<file path="config.mk">
export PLATFORM = sky130hd
export DESIGN_NAME = capcomp_event_flag_routing
export DESIGN_NICKNAME = d
export VERILOG_FILES = /design/src/core/capcomp_pkg.sv /design/src/core/event_flags_if.sv /design/src/core/event_flag_store.sv /design/src/core/line_router.sv /design/src/core/capcomp_event_flag_routing.sv
export SDC_FILE = /design/constraint.sdc
export NUM_CORES = 1
export LEC_CHECK = 0
export BUFFER_PORTS_ARGS = -buffer_cell sky130_fd_sc_hd__buf_2
export CAP_MARGIN = 25
export CORE_AREA = 2 2 127 129
export DETAILED_ROUTE_END_ITERATION = 6
export DIE_AREA = 0 0 129 131
export REMOVE_ABC_BUFFERS = 1
export SLEW_MARGIN = 20
export SYNTH_ARGS = -nofsm -noshare
export SYNTH_HDL_FRONTEND = slang
export SYNTH_SLANG_ARGS = --single-unit
</file>
<file path="constraint.sdc">
create_clock -name sys_clk -period 2.3 [get_ports sys_clk]
set_clock_uncertainty 0.15 [all_clocks]
set_input_delay 0.23 -clock sys_clk [delete_from_list [all_inputs] [get_ports sys_clk]]
set_output_delay 0.23 -clock sys_clk [all_outputs]
set_load 0.03 [all_outputs]
</file>
<file path="src/core/capcomp_pkg.sv">
package capcomp_pkg;
   localparam int ADDR_W = 12;
   localparam int DATA_W = 32;
   localparam int FLAG_W = 16;
   localparam int SEL_W = 2;
   localparam int LINE_N = 4;
   localparam int GROUP_N = 7;
   localparam int ROUTE_W = 14;

   // Register byte addresses
   localparam logic [11:0] OFS_FLAG_WORD = 12'h10C;
   localparam logic [11:0] OFS_FLAG_SET = 12'h110;
   localparam logic [11:0] OFS_FLAG_CLEAR = 12'h114;
   localparam logic [11:0] OFS_ROUTING = 12'h118;
   localparam logic [11:0] OFS_ENABLE = 12'h11C;

   localparam logic [15:0] RST_FLAG_WORD = 16'h0000;
   localparam logic [13:0] RST_ROUTING = 14'h3940;
   localparam logic [15:0] RST_ENABLE = 16'h0000;

   // Event flag word, set port and enable register bit positions
   localparam int BIT_CH0_RISE = 0;
   localparam int BIT_TRAP_FLAG = 10;
   localparam int BIT_TRAP_STATE = 11;
   localparam int BIT_SOFT_HALL = 11;
   localparam int BIT_HALL_MISMATCH = 13;
   localparam int BIT_HALT_STATE = 14;
   localparam int BIT_HALT_ENABLE = 14;

   // Set port bits that set a flag directly
   localparam logic [15:0] SET_MASK = 16'hF7FF;
   // Clear port bits that clear a flag
   localparam logic [15:0] CLEAR_MASK = 16'hF7FF;
   // Flags from the timer datapath; trap state follows the trap flag
   localparam logic [15:0] HW_MASK = 16'hF7FF;
   // Writable enable bits; bit 11 reserved
   localparam logic [15:0] ENABLE_MASK = 16'hF7FF;
   // Events that may reach a service line
   localparam logic [15:0] IRQ_MASK = 16'hB7FF;

   // Two events per group, selector at bits 2g+1:2g
   localparam int GRP_A [GROUP_N] = '{0, 2, 4, 12, 10, 6, 8};
   localparam int GRP_B [GROUP_N] = '{1, 3, 5, 15, 13, 7, 9};
endpackage

</file>
<file path="src/core/event_flags_if.sv">
`timescale 1ns/10ps
interface event_flags_if;
   logic ce;
   logic [15:0] setReq;
   logic [15:0] clrReq;
   logic [15:0] flags;
   modport store (input ce, input setReq, input clrReq, output flags);
   modport owner (output ce, output setReq, output clrReq, input flags);
endinterface

</file>
<file path="src/core/event_flag_store.sv">
`timescale 1ns/10ps
module event_flag_store (
   input wire logic sys_clk,
   input wire logic rst,
   event_flags_if.store bus
);
   logic [15:0] flags_q;
   logic [15:0] flags_d;

   // Set dominates clear so a coincident event survives
   assign flags_d = (flags_q & ~bus.clrReq) | bus.setReq;
   assign bus.flags = flags_q;

   always_ff @(posedge sys_clk) begin
      if (rst) begin
         flags_q <= capcomp_pkg::RST_FLAG_WORD;
      end else if (bus.ce) begin
         flags_q <= flags_d;
      end
   end
endmodule

</file>
<file path="src/core/line_router.sv">
`timescale 1ns/10ps
module line_router (
   input wire logic [1:0] sel,
   input wire logic [1:0] events,
   output logic [3:0] lines
);
   logic anyEvent;
   logic [3:0] decoded;

   assign anyEvent = |events;
   assign decoded = 4'h1 << sel;
   assign lines = anyEvent ? decoded : 4'h0;
endmodule

</file>
<file path="src/core/capcomp_event_flag_routing.sv">
// Added by the designer: the plain strobed port.
`timescale 1ns/10ps
// Contract
// - Set bits 0-5 raise channel flags
// - Set bits 6-9 raise timer flags
// - Set bit 10 raises trap flag and state
// - Set bit 11 fires software hall compare
// - Set bits 12-15 raise hall/halt/copy flags
// - Zero bits change nothing
// - Clear bits 0-9, 12-15 clear flags
// - Trap clear ignored while trap input low
// - Set/clear ports and reserved bits read zero
// - Channel 0 selector picks line 0-3
// - Channel 1, 2 selectors route likewise
// - Hall selector routes match and copy
// - Fault selector routes trap and mismatch
// - Main timer selector routes its events
// - Aux timer selector routes its events
// - Line fires on enabled set condition
// - Disabled events never request service
// - Mismatch sets halt when halt enabled
module capcomp_event_flag_routing (
   input wire logic sys_clk,
   input wire logic rst,
   input wire logic ce,
   input wire logic [11:0] addr,
   input wire logic [31:0] wrData,
   input wire logic wrStb,
   input wire logic rdStb,
   output logic [31:0] rdData,
   input wire logic [15:0] hwSet,
   input wire logic trapInN,
   input wire logic trapStateClr,
   output logic softHallCompare,
   output logic serviceLine0,
   output logic serviceLine1,
   output logic serviceLine2,
   output logic serviceLine3
);
   event_flags_if flagBus ();

   logic [31:0] rdData_q;
   logic [31:0] rdData_d;
   logic [13:0] routing_q;
   logic [15:0] enable_q;
   logic softHall_q;
   logic [3:0] lines_q;
   logic [3:0] lines_d;

   logic hitFlagWord;
   logic hitSet;
   logic hitClear;
   logic hitRouting;
   logic hitEnable;
   logic wrSet;
   logic wrClear;
   logic wrRouting;
   logic wrEnable;
   logic [15:0] wrLow;
   logic [15:0] swSet;
   logic [15:0] swClear;
   logic [15:0] baseSet;
   logic [15:0] setCond;
   logic [15:0] clrCond;
   logic [15:0] flags;
   logic [15:0] irqEvents;
   logic haltEnable;
   logic trapClearAllowed;
   logic [3:0] groupLines [capcomp_pkg::GROUP_N];

   // Address decode
   assign hitFlagWord = addr == capcomp_pkg::OFS_FLAG_WORD;
   assign hitSet = addr == capcomp_pkg::OFS_FLAG_SET;
   assign hitClear = addr == capcomp_pkg::OFS_FLAG_CLEAR;
   assign hitRouting = addr == capcomp_pkg::OFS_ROUTING;
   assign hitEnable = addr == capcomp_pkg::OFS_ENABLE;
   assign wrSet = wrStb & hitSet;
   assign wrClear = wrStb & hitClear;
   assign wrRouting = wrStb & hitRouting;
   assign wrEnable = wrStb & hitEnable;
   assign wrLow = wrData[15:0];

   // Only ones act; zeros leave flags alone
   assign swSet = wrSet ? (wrLow & capcomp_pkg::SET_MASK) : 16'h0000;
   assign swClear = wrClear ? (wrLow & capcomp_pkg::CLEAR_MASK) : 16'h0000;

   assign haltEnable = enable_q[capcomp_pkg::BIT_HALT_ENABLE];
   // Trap pin still active keeps the trap flag pinned
   assign trapClearAllowed = trapInN;

   assign baseSet = swSet | (hwSet & capcomp_pkg::HW_MASK);

   always_comb begin
      setCond = baseSet;
      // Trap flag set also enters trap state
      setCond[capcomp_pkg::BIT_TRAP_STATE] = baseSet[capcomp_pkg::BIT_TRAP_FLAG];
      // Automatic halt follows a hall mismatch
      setCond[capcomp_pkg::BIT_HALT_STATE] = baseSet[capcomp_pkg::BIT_HALT_STATE]
         | (baseSet[capcomp_pkg::BIT_HALL_MISMATCH] & haltEnable);
   end

   always_comb begin
      clrCond = swClear;
      clrCond[capcomp_pkg::BIT_TRAP_FLAG] = swClear[capcomp_pkg::BIT_TRAP_FLAG]
         & trapClearAllowed;
      // Trap state only leaves once the trap flag is gone
      clrCond[capcomp_pkg::BIT_TRAP_STATE] = trapStateClr
         & ~flags[capcomp_pkg::BIT_TRAP_FLAG];
   end

   assign flagBus.ce = ce;
   assign flagBus.setReq = setCond;
   assign flagBus.clrReq = clrCond;
   assign flags = flagBus.flags;

   // Set wins inside the store
   event_flag_store flagStore (
      .sys_clk(sys_clk),
      .rst(rst),
      .bus(flagBus)
   );

   // Requests come from set conditions, not from standing flags
   assign irqEvents = setCond & enable_q & capcomp_pkg::IRQ_MASK;

   genvar g;
   generate
      for (g = 0; g < capcomp_pkg::GROUP_N; g++) begin : gRoute
         line_router router (
            .sel(routing_q[2 * g + 1 -: 2]),
            .events({irqEvents[capcomp_pkg::GRP_B[g]], irqEvents[capcomp_pkg::GRP_A[g]]}),
            .lines(groupLines[g])
         );
      end
   endgenerate

   always_comb begin
      lines_d = 4'h0;
      for (int i = 0; i < capcomp_pkg::GROUP_N; i++) begin
         lines_d = lines_d | groupLines[i];
      end
   end

   // Read mux; write-only ports and reserved bits give zero
   always_comb begin
      rdData_d = 32'h0000_0000;
      if (hitFlagWord) begin
         rdData_d[15:0] = flags;
      end else if (hitRouting) begin
         rdData_d[13:0] = routing_q;
      end else if (hitEnable) begin
         rdData_d[15:0] = enable_q;
      end
   end

   always_ff @(posedge sys_clk) begin
      if (rst) begin
         routing_q <= capcomp_pkg::RST_ROUTING;
         enable_q <= capcomp_pkg::RST_ENABLE;
      end else if (ce) begin
         if (wrRouting) begin
            routing_q <= wrData[13:0];
         end
         if (wrEnable) begin
            enable_q <= wrLow & capcomp_pkg::ENABLE_MASK;
         end
      end
   end

   always_ff @(posedge sys_clk) begin
      if (rst) begin
         rdData_q <= 32'h0000_0000;
      end else if (ce) begin
         rdData_q <= rdStb ? rdData_d : 32'h0000_0000;
      end
   end

   always_ff @(posedge sys_clk) begin
      if (rst) begin
         softHall_q <= 1'b0;
         lines_q <= 4'h0;
      end else if (ce) begin
         // Hall compare pulse, no flag touched here
         softHall_q <= wrSet & wrLow[capcomp_pkg::BIT_SOFT_HALL];
         lines_q <= lines_d;
      end
   end

   assign rdData = rdData_q;
   assign softHallCompare = softHall_q;
   assign serviceLine0 = lines_q[0];
   assign serviceLine1 = lines_q[1];
   assign serviceLine2 = lines_q[2];
   assign serviceLine3 = lines_q[3];

   // Checks
   property p_chan_set;
      @(posedge sys_clk) disable iff (rst)
      (ce && wrSet && wrLow[capcomp_pkg::BIT_CH0_RISE])
      |=> flags[capcomp_pkg::BIT_CH0_RISE];
   endproperty
   a_chan_set: assert property (p_chan_set) else $error("channel flag not set");

   property p_timer_set;
      @(posedge sys_clk) disable iff (rst)
      (ce && wrSet && wrLow[9:6] == 4'hF) |=> (flags[9:6] == 4'hF);
   endproperty
   a_timer_set: assert property (p_timer_set) else $error("timer flags not set");

   property p_trap_set;
      @(posedge sys_clk) disable iff (rst)
      (ce && wrSet && wrLow[capcomp_pkg::BIT_TRAP_FLAG])
      |=> (flags[capcomp_pkg::BIT_TRAP_FLAG] && flags[capcomp_pkg::BIT_TRAP_STATE]);
   endproperty
   a_trap_set: assert property (p_trap_set) else $error("trap flag or state missing");

   property p_soft_hall;
      @(posedge sys_clk) disable iff (rst)
      ce |=> (softHallCompare == $past(wrSet && wrLow[capcomp_pkg::BIT_SOFT_HALL]));
   endproperty
   a_soft_hall: assert property (p_soft_hall) else $error("hall compare pulse wrong");

   property p_halt_copy_set;
      @(posedge sys_clk) disable iff (rst)
      (ce && wrSet && wrLow[15:12] == 4'hF) |=> (flags[15:12] == 4'hF);
   endproperty
   a_halt_copy_set: assert property (p_halt_copy_set) else $error("hall group not set");

   property p_clear;
      @(posedge sys_clk) disable iff (rst)
      (ce && wrClear && wrLow[0] && !setCond[0]) |=> !flags[0];
   endproperty
   a_clear: assert property (p_clear) else $error("flag not cleared");

   property p_trap_hold;
      @(posedge sys_clk) disable iff (rst)
      (ce && !trapInN && flags[capcomp_pkg::BIT_TRAP_FLAG])
      |=> flags[capcomp_pkg::BIT_TRAP_FLAG];
   endproperty
   a_trap_hold: assert property (p_trap_hold) else $error("trap flag cleared under pin");

   property p_port_read_zero;
      @(posedge sys_clk) disable iff (rst)
      (ce && rdStb && (hitSet || hitClear)) |=> (rdData == 32'h0000_0000);
   endproperty
   a_port_read_zero: assert property (p_port_read_zero) else $error("port read not zero");

   property p_reserved_clear;
      @(posedge sys_clk) disable iff (rst)
      (ce && wrClear && !trapStateClr && flags[capcomp_pkg::BIT_TRAP_STATE])
      |=> flags[capcomp_pkg::BIT_TRAP_STATE];
   endproperty
   a_reserved_clear: assert property (p_reserved_clear) else $error("bit 11 cleared");

   property p_route_ch0;
      @(posedge sys_clk) disable iff (rst)
      (ce && irqEvents[0] && routing_q[1:0] == 2'h2) |=> serviceLine2;
   endproperty
   a_route_ch0: assert property (p_route_ch0) else $error("channel 0 misrouted");

   property p_no_request;
      @(posedge sys_clk) disable iff (rst)
      (ce && (setCond & enable_q & capcomp_pkg::IRQ_MASK) == 16'h0000)
      |=> (lines_q == 4'h0);
   endproperty
   a_no_request: assert property (p_no_request) else $error("line without enabled event");

   property p_auto_halt;
      @(posedge sys_clk) disable iff (rst)
      (ce && baseSet[capcomp_pkg::BIT_HALL_MISMATCH] && haltEnable)
      |=> flags[capcomp_pkg::BIT_HALT_STATE];
   endproperty
   a_auto_halt: assert property (p_auto_halt) else $error("halt not set on mismatch");

   property p_set_wins;
      @(posedge sys_clk) disable iff (rst)
      (ce && hwSet[7] && wrClear && wrLow[7]) |=> flags[7];
   endproperty
   a_set_wins: assert property (p_set_wins) else $error("clear beat set");

   property p_zero_keeps;
      @(posedge sys_clk) disable iff (rst)
      (ce && (wrSet || wrClear) && wrLow == 16'h0000 && hwSet == 16'h0000 && !trapStateClr)
      |=> $stable(flags);
   endproperty
   a_zero_keeps: assert property (p_zero_keeps) else $error("zero write changed flags");

   property p_reserved_read;
      @(posedge sys_clk) disable iff (rst)
      (ce && rdStb && hitRouting) |=> (rdData[31:14] == 18'h00000);
   endproperty
   a_reserved_read: assert property (p_reserved_read) else $error("reserved bits set");

   property p_route_ch1;
      @(posedge sys_clk) disable iff (rst)
      (ce && (irqEvents[2] || irqEvents[3])) |=> lines_q[$past(routing_q[3:2])];
   endproperty
   a_route_ch1: assert property (p_route_ch1) else $error("channel 1 misrouted");

   property p_route_ch2;
      @(posedge sys_clk) disable iff (rst)
      (ce && (irqEvents[4] || irqEvents[5])) |=> lines_q[$past(routing_q[5:4])];
   endproperty
   a_route_ch2: assert property (p_route_ch2) else $error("channel 2 misrouted");

   property p_route_hall;
      @(posedge sys_clk) disable iff (rst)
      (ce && (irqEvents[12] || irqEvents[15])) |=> lines_q[$past(routing_q[7:6])];
   endproperty
   a_route_hall: assert property (p_route_hall) else $error("hall event misrouted");

   property p_route_fault;
      @(posedge sys_clk) disable iff (rst)
      (ce && (irqEvents[10] || irqEvents[13])) |=> lines_q[$past(routing_q[9:8])];
   endproperty
   a_route_fault: assert property (p_route_fault) else $error("fault event misrouted");

   property p_route_main;
      @(posedge sys_clk) disable iff (rst)
      (ce && (irqEvents[6] || irqEvents[7])) |=> lines_q[$past(routing_q[11:10])];
   endproperty
   a_route_main: assert property (p_route_main) else $error("main timer misrouted");

   property p_route_aux;
      @(posedge sys_clk) disable iff (rst)
      (ce && (irqEvents[8] || irqEvents[9])) |=> lines_q[$past(routing_q[13:12])];
   endproperty
   a_route_aux: assert property (p_route_aux) else $error("aux timer misrouted");

   // Standing flags alone must stay quiet
   property p_line_needs_set;
      @(posedge sys_clk) disable iff (rst)
      (ce && hwSet == 16'h0000 && !wrSet) |=> (lines_q == 4'h0);
   endproperty
   a_line_needs_set: assert property (p_line_needs_set) else $error("line without set");

   property p_single_line;
      @(posedge sys_clk) disable iff (rst)
      (ce && irqEvents == 16'h0001 && routing_q[1:0] == 2'h0) |=> (lines_q == 4'h1);
   endproperty
   a_single_line: assert property (p_single_line) else $error("extra line raised");

   c_line_fire: cover property (@(posedge sys_clk) disable iff (rst) serviceLine3);
   c_trap_held: cover property (@(posedge sys_clk) disable iff (rst)
      !trapInN && wrClear && wrLow[capcomp_pkg::BIT_TRAP_FLAG]);
   c_auto_halt: cover property (@(posedge sys_clk) disable iff (rst)
      baseSet[capcomp_pkg::BIT_HALL_MISMATCH] && haltEnable);
   c_soft_hall: cover property (@(posedge sys_clk) disable iff (rst) softHallCompare);
   c_set_wins: cover property (@(posedge sys_clk) disable iff (rst)
      hwSet[7] && wrClear && wrLow[7]);
endmodule

</file>
# Word-level counts from Yosys, hierarchy flattened
# Index checks and enable logic that the tools add are counted.
# classes
n_eq_ne,5
shift,7
mux,14
bitwise,21
n_reduce_logical,9
# ops
cell,n
$mux 16,5
$eq 12x9->1 const B,5
$and 16x16->16,2
$or 16x16->16,2
$mux 4,7
$shl 1x2->4 const A,7
$or 4x4->4,6
$not 16->16,1
$mux 14,1
$reduce_or 2->1,7
$and 1x1->1,8
$reduce_and 2->1,2
$mux 2,1
$not 1->1,1
$or 1x1->1,1
# word_totals
ff_bits,82
in_bits,67
output_inout_bits,37
elab_cells,62

# Longest topological paths before layout
# depth
depth_word,15
depth_mapped,6
mapped_depth_nobuf,4

# By module
# A second synthesis with hierarchy kept.
# hier_totals
cells_unflattened,437
area_unflattened_um2,3679.8
# modules_own_cells
mod,n_inst,cells_per_inst,area_each_um2
capcomp_event_flag_routing,1,319,2766.4
event_flag_store,1,69,668.1
line_router,7,7,35.0

# Least setup slack after synthesis
# Ideal clock, no wire load.
# synth_timing
path_kind,input to register
startpoint,input addr[7]
endpoint,register enable_q[10]
setup_time_ns,0.132
t_arrival_ns,1.733
required_ns,2.018
slack_ns,0.285
cell_stages,6
cell_sequence,or4b_4 or4_1 buf_2 buf_6 o21ai_0 a21oi_1
# synth_via
elab_chain_cells,3
# synth_lines
item,line_no,rtl
from (decl),capcomp_event_flag_routing.sv:26,"input wire logic [11:0] addr,"
$eq 12x9->1,capcomp_event_flag_routing.sv:76,assign hitEnable = addr == capcomp_pkg::OFS_ENABLE;
$and 1x1->1,capcomp_event_flag_routing.sv:80,assign wrEnable = wrStb & hitEnable;
$reduce_and 2->1 (no source line),--,
to (signal assigned),capcomp_event_flag_routing.sv:159,enable_q <= capcomp_pkg::RST_ENABLE;
to (signal assigned),capcomp_event_flag_routing.sv:165,enable_q <= wrLow & capcomp_pkg::ENABLE_MASK;
to (decl),capcomp_event_flag_routing.sv:45,logic [15:0] enable_q;
# No other way between the ends.
# A chain may end at the register's enable or synchronous reset.

# Worst setup path after layout
# layout_timing
startpoint,input hwSet[3]
endpoint,register lines_q[1]
# layout_via
elab_chain_cells,10
# layout_lines
item,line_no,rtl
from (decl),capcomp_event_flag_routing.sv:31,"input wire logic [15:0] hwSet,"
$or 16x16->16,capcomp_event_flag_routing.sv:91,assign baseSet = swSet | (hwSet & capcomp_pkg::HW_MASK);
$and 16x16->16,capcomp_event_flag_routing.sv:124,assign irqEvents = setCond & enable_q & capcomp_pkg::IRQ_MASK;
$reduce_or 2->1,line_router.sv:10,assign anyEvent = |events;
$mux 4,line_router.sv:12,assign lines = anyEvent ? decoded : 4'h0;
$or 4x4->4 (6 in a row),capcomp_event_flag_routing.sv:140,lines_d = lines_d | groupLines[i];
to (signal assigned),capcomp_event_flag_routing.sv:185,lines_q <= lines_d;
to (decl),capcomp_event_flag_routing.sv:47,logic [3:0] lines_q;
# No other way between the ends.

==> impl_metrics.env <==
export IMPL_status="completed"
export IMPL_required_ps=2350
export IMPL_vias=3933
export IMPL_async_flop_share_pct=0
export IMPL_drive_gt1_share_pct=22.1
export IMPL_port_buffers=70
export IMPL_ys_flop_type="dfxtp_1"
export IMPL_dp_hpwl_um=9270
export IMPL_cp_top_family="compound AO/OA/AOI/OAI gates"
export IMPL_clk_pin_slew_ps=50
export IMPL_synth_cell_types=56
export IMPL_root_buffer="clkbuf_16"
export IMPL_grt_antenna_before_repair=0
export IMPL_tightest_slew_ps=848
export IMPL_seq_area_frac_synth_pct=34.5
export IMPL_crit_fanout=4
export IMPL_grt_pass1_wl_um=20400
export IMPL_timing_fmax_mhz=502
export IMPL_met2_usage_pct=24.1
export IMPL_start_kind="primary input"
export IMPL_grt_busiest_layer="met2"
export IMPL_grt_max_degree=32
export IMPL_core_um2=15600
export IMPL_postLayoutCellArea_um2=4760
export IMPL_diodes=0
export IMPL_gp_congestion=0.883
export IMPL_die_area_um2=16900
export IMPL_synthMostInstantiatedCell="dfxtp_1"
export IMPL_clock_sinks=66
export IMPL_ys_ff_latch=66
export IMPL_yosysTopAreaCellShare_pct=34.5
export IMPL_maxSlewHeadroom_pct=43.4
export IMPL_dp_cells=728
export IMPL_crit_chain="dlygate4sd3_1 > buf_2 > a22oi_1 > o32ai_1 > nor4_1 > a211oi_2"
export IMPL_die_y_um=131
export IMPL_p_leak_nw=1.78
export IMPL_rrSetupSlack_ps=510
export IMPL_gr_usage_met1_pct=21.3
export IMPL_cts_buffers=9
export IMPL_final_max_slew_viol_count=0
export IMPL_cts_tree="built"
export IMPL_drc=0
export IMPL_drtAntennaViolNets=0
export IMPL_ir_drop_uv=346
export IMPL_grt_use_met3_pct=4.56
export IMPL_syn_inst=462
export IMPL_wl_per_cell_um=17.2
export IMPL_hp_class="primary input to register"
export IMPL_yosys_top_cells_area="dfxtp_1 34%, a21oi_1 5.5%, o21ai_0 5.2%"
export IMPL_holdWs_ps=12.0
export IMPL_avgSynthCellArea_um2=8.29
export IMPL_yosys_warnings=0
export IMPL_fp_dieW_um=129
export IMPL_max_cap_violations=0
export IMPL_grt_pass1_vias=3686
export IMPL_area_growth_pct=24.4
export IMPL_avgViaCountPerCell=5.22
export IMPL_synth_edf_count=0
export IMPL_setup_tns_ps=0
export IMPL_rsz0062_at_grt="false"
export IMPL_track_usage_pct=15.7
export IMPL_fin_crit_ps=1990
export IMPL_cts_buffer_depth=2
export IMPL_endpoint_kind="register"
export IMPL_power_density_nw_per_um2=575
export IMPL_cts_max_level=3
export IMPL_crit_type="primary input to register"
export IMPL_setup_viol=0
export IMPL_fin_ws_ps=306
export IMPL_min_period_over_period_pct=86.7
export IMPL_placed_cell_area_um2=4400
export IMPL_synth_top_area_cell="dfxtp_1"
export IMPL_drtPass1Iterations=5
export IMPL_wl_um=12900
export IMPL_io_pins=104
export IMPL_hold_viol_final=0
export IMPL_rows=46
export IMPL_syn_area_um2=3830
export IMPL_crit_arrival_ps=2050
export IMPL_start_util_pct=24.6
export IMPL_pre_cts_ws_ps=106
export IMPL_yosys_top_cells_count="66 x dfxtp_1, 42 x a21oi_1, 40 x o21ai_0"
export IMPL_cpMaxStageDelayCell="dlygate4sd3_1"
export IMPL_crit_buf_inv=2
export IMPL_grt_overflow_total=0
export IMPL_stdcell_count=754
export IMPL_slowest_delay_ps=530
export IMPL_layout_nets=600
export IMPL_drt_initial_drc_count=363
export IMPL_clkLatencyLatePin_ps=340
## sequential cells by signal, indices dropped and copies added (netlist names)
register             flops
flagStore.bus.flags     16
rdData                  16
enable_q                15
routing_q               14
lines_q                  4
softHallCompare          1
## timing repair
item / in CTS / in global routing
resized for setup: 0 / 0
buffers inserted: 0 / 0
endpoints found under the setup margin: 0 / 0
hold buffers: 10 / 0
hold endpoints to repair: 10 / 0
## where the power goes
part           total (mW)  internal [mW]  leakage (nW)  switching [mW]
Combinational       0.314          0.115          1.11           0.198
Sequential           1.19           1.17         0.536          0.0148
Clock                1.24          0.753         0.133           0.488
Total                2.74           2.04          1.78           0.701
## placed cells by master, fill, tap and decap left out, drive strengths merged, types with 3 or more instances in the layout
cell type,synthesis,routed
o31ai,4,4
or4,3,3
nor2b,11,11
o32ai,10,10
a41o,3,3
inv,7,7
nand2,26,26
a21o,13,13
or4bb,3,3
and3,3,3
o221ai,13,13
nand2b,28,28
a21oi,42,42
buf,23,89
a211o,3,3
a32oi,4,4
nand3,15,15
a22o,7,7
nor2,13,13
a222oi,4,4
a211oi,4,4
nor4,8,8
o21ai,41,41
dfxtp,66,66
clkbuf,31,13
clkinv,0,3
a22oi,9,9
or2,4,4
a221o,13,13
conb,1,16
dlygate4sd3,0,10
nand4,20,20
and2,8,8
## final cells by class
type                       count  area [um2]
clock buffer                  13         250
clock inverter                 3        15.0
fill                        1668       10800
inverter                       7        26.3
multi-input combinational    350        2260
sequential                    66        1320
tap                          216         270
timing repair buffer          99         618
## final timing paths
path	startpoint	end	cells after the start
worst max register to register	enable_q[10]	lines_q[1]	4
worst min register to register	rdData[7]	rdData[7]	2
worst min-delay path	hwSet[0]	flagStore.bus.flags[0]	2
worst max-delay path	hwSet[3]	lines_q[1]	6
## through the flow
stage          power (mW)  utilization (%)
2_1_floorplan        1.35                -
3_3_place_gp         1.50             28.2
3_5_place_dp         1.50             28.2
4_1_cts              2.76             30.5
5_1_grt              2.86             30.5
6_report             2.74             30.5
## routing by layer
layer  vias to the layer above  wire [um]
met4                         0        139
met1                      1873       5850
met5                         -          0
met2                       160       5880
met3                        14       1080
li1                       1886          -
## kinds of logic after synthesis
kind of cell	synth area share (%)
and+or+nand+nor	23.9
DFF	34.5
AOI/OAI and AO/OA	32.9
other	0.0979
muxes	0.523
buffers and inverters	8.10
Note: power is estimated with default switching activity, not from simulation.
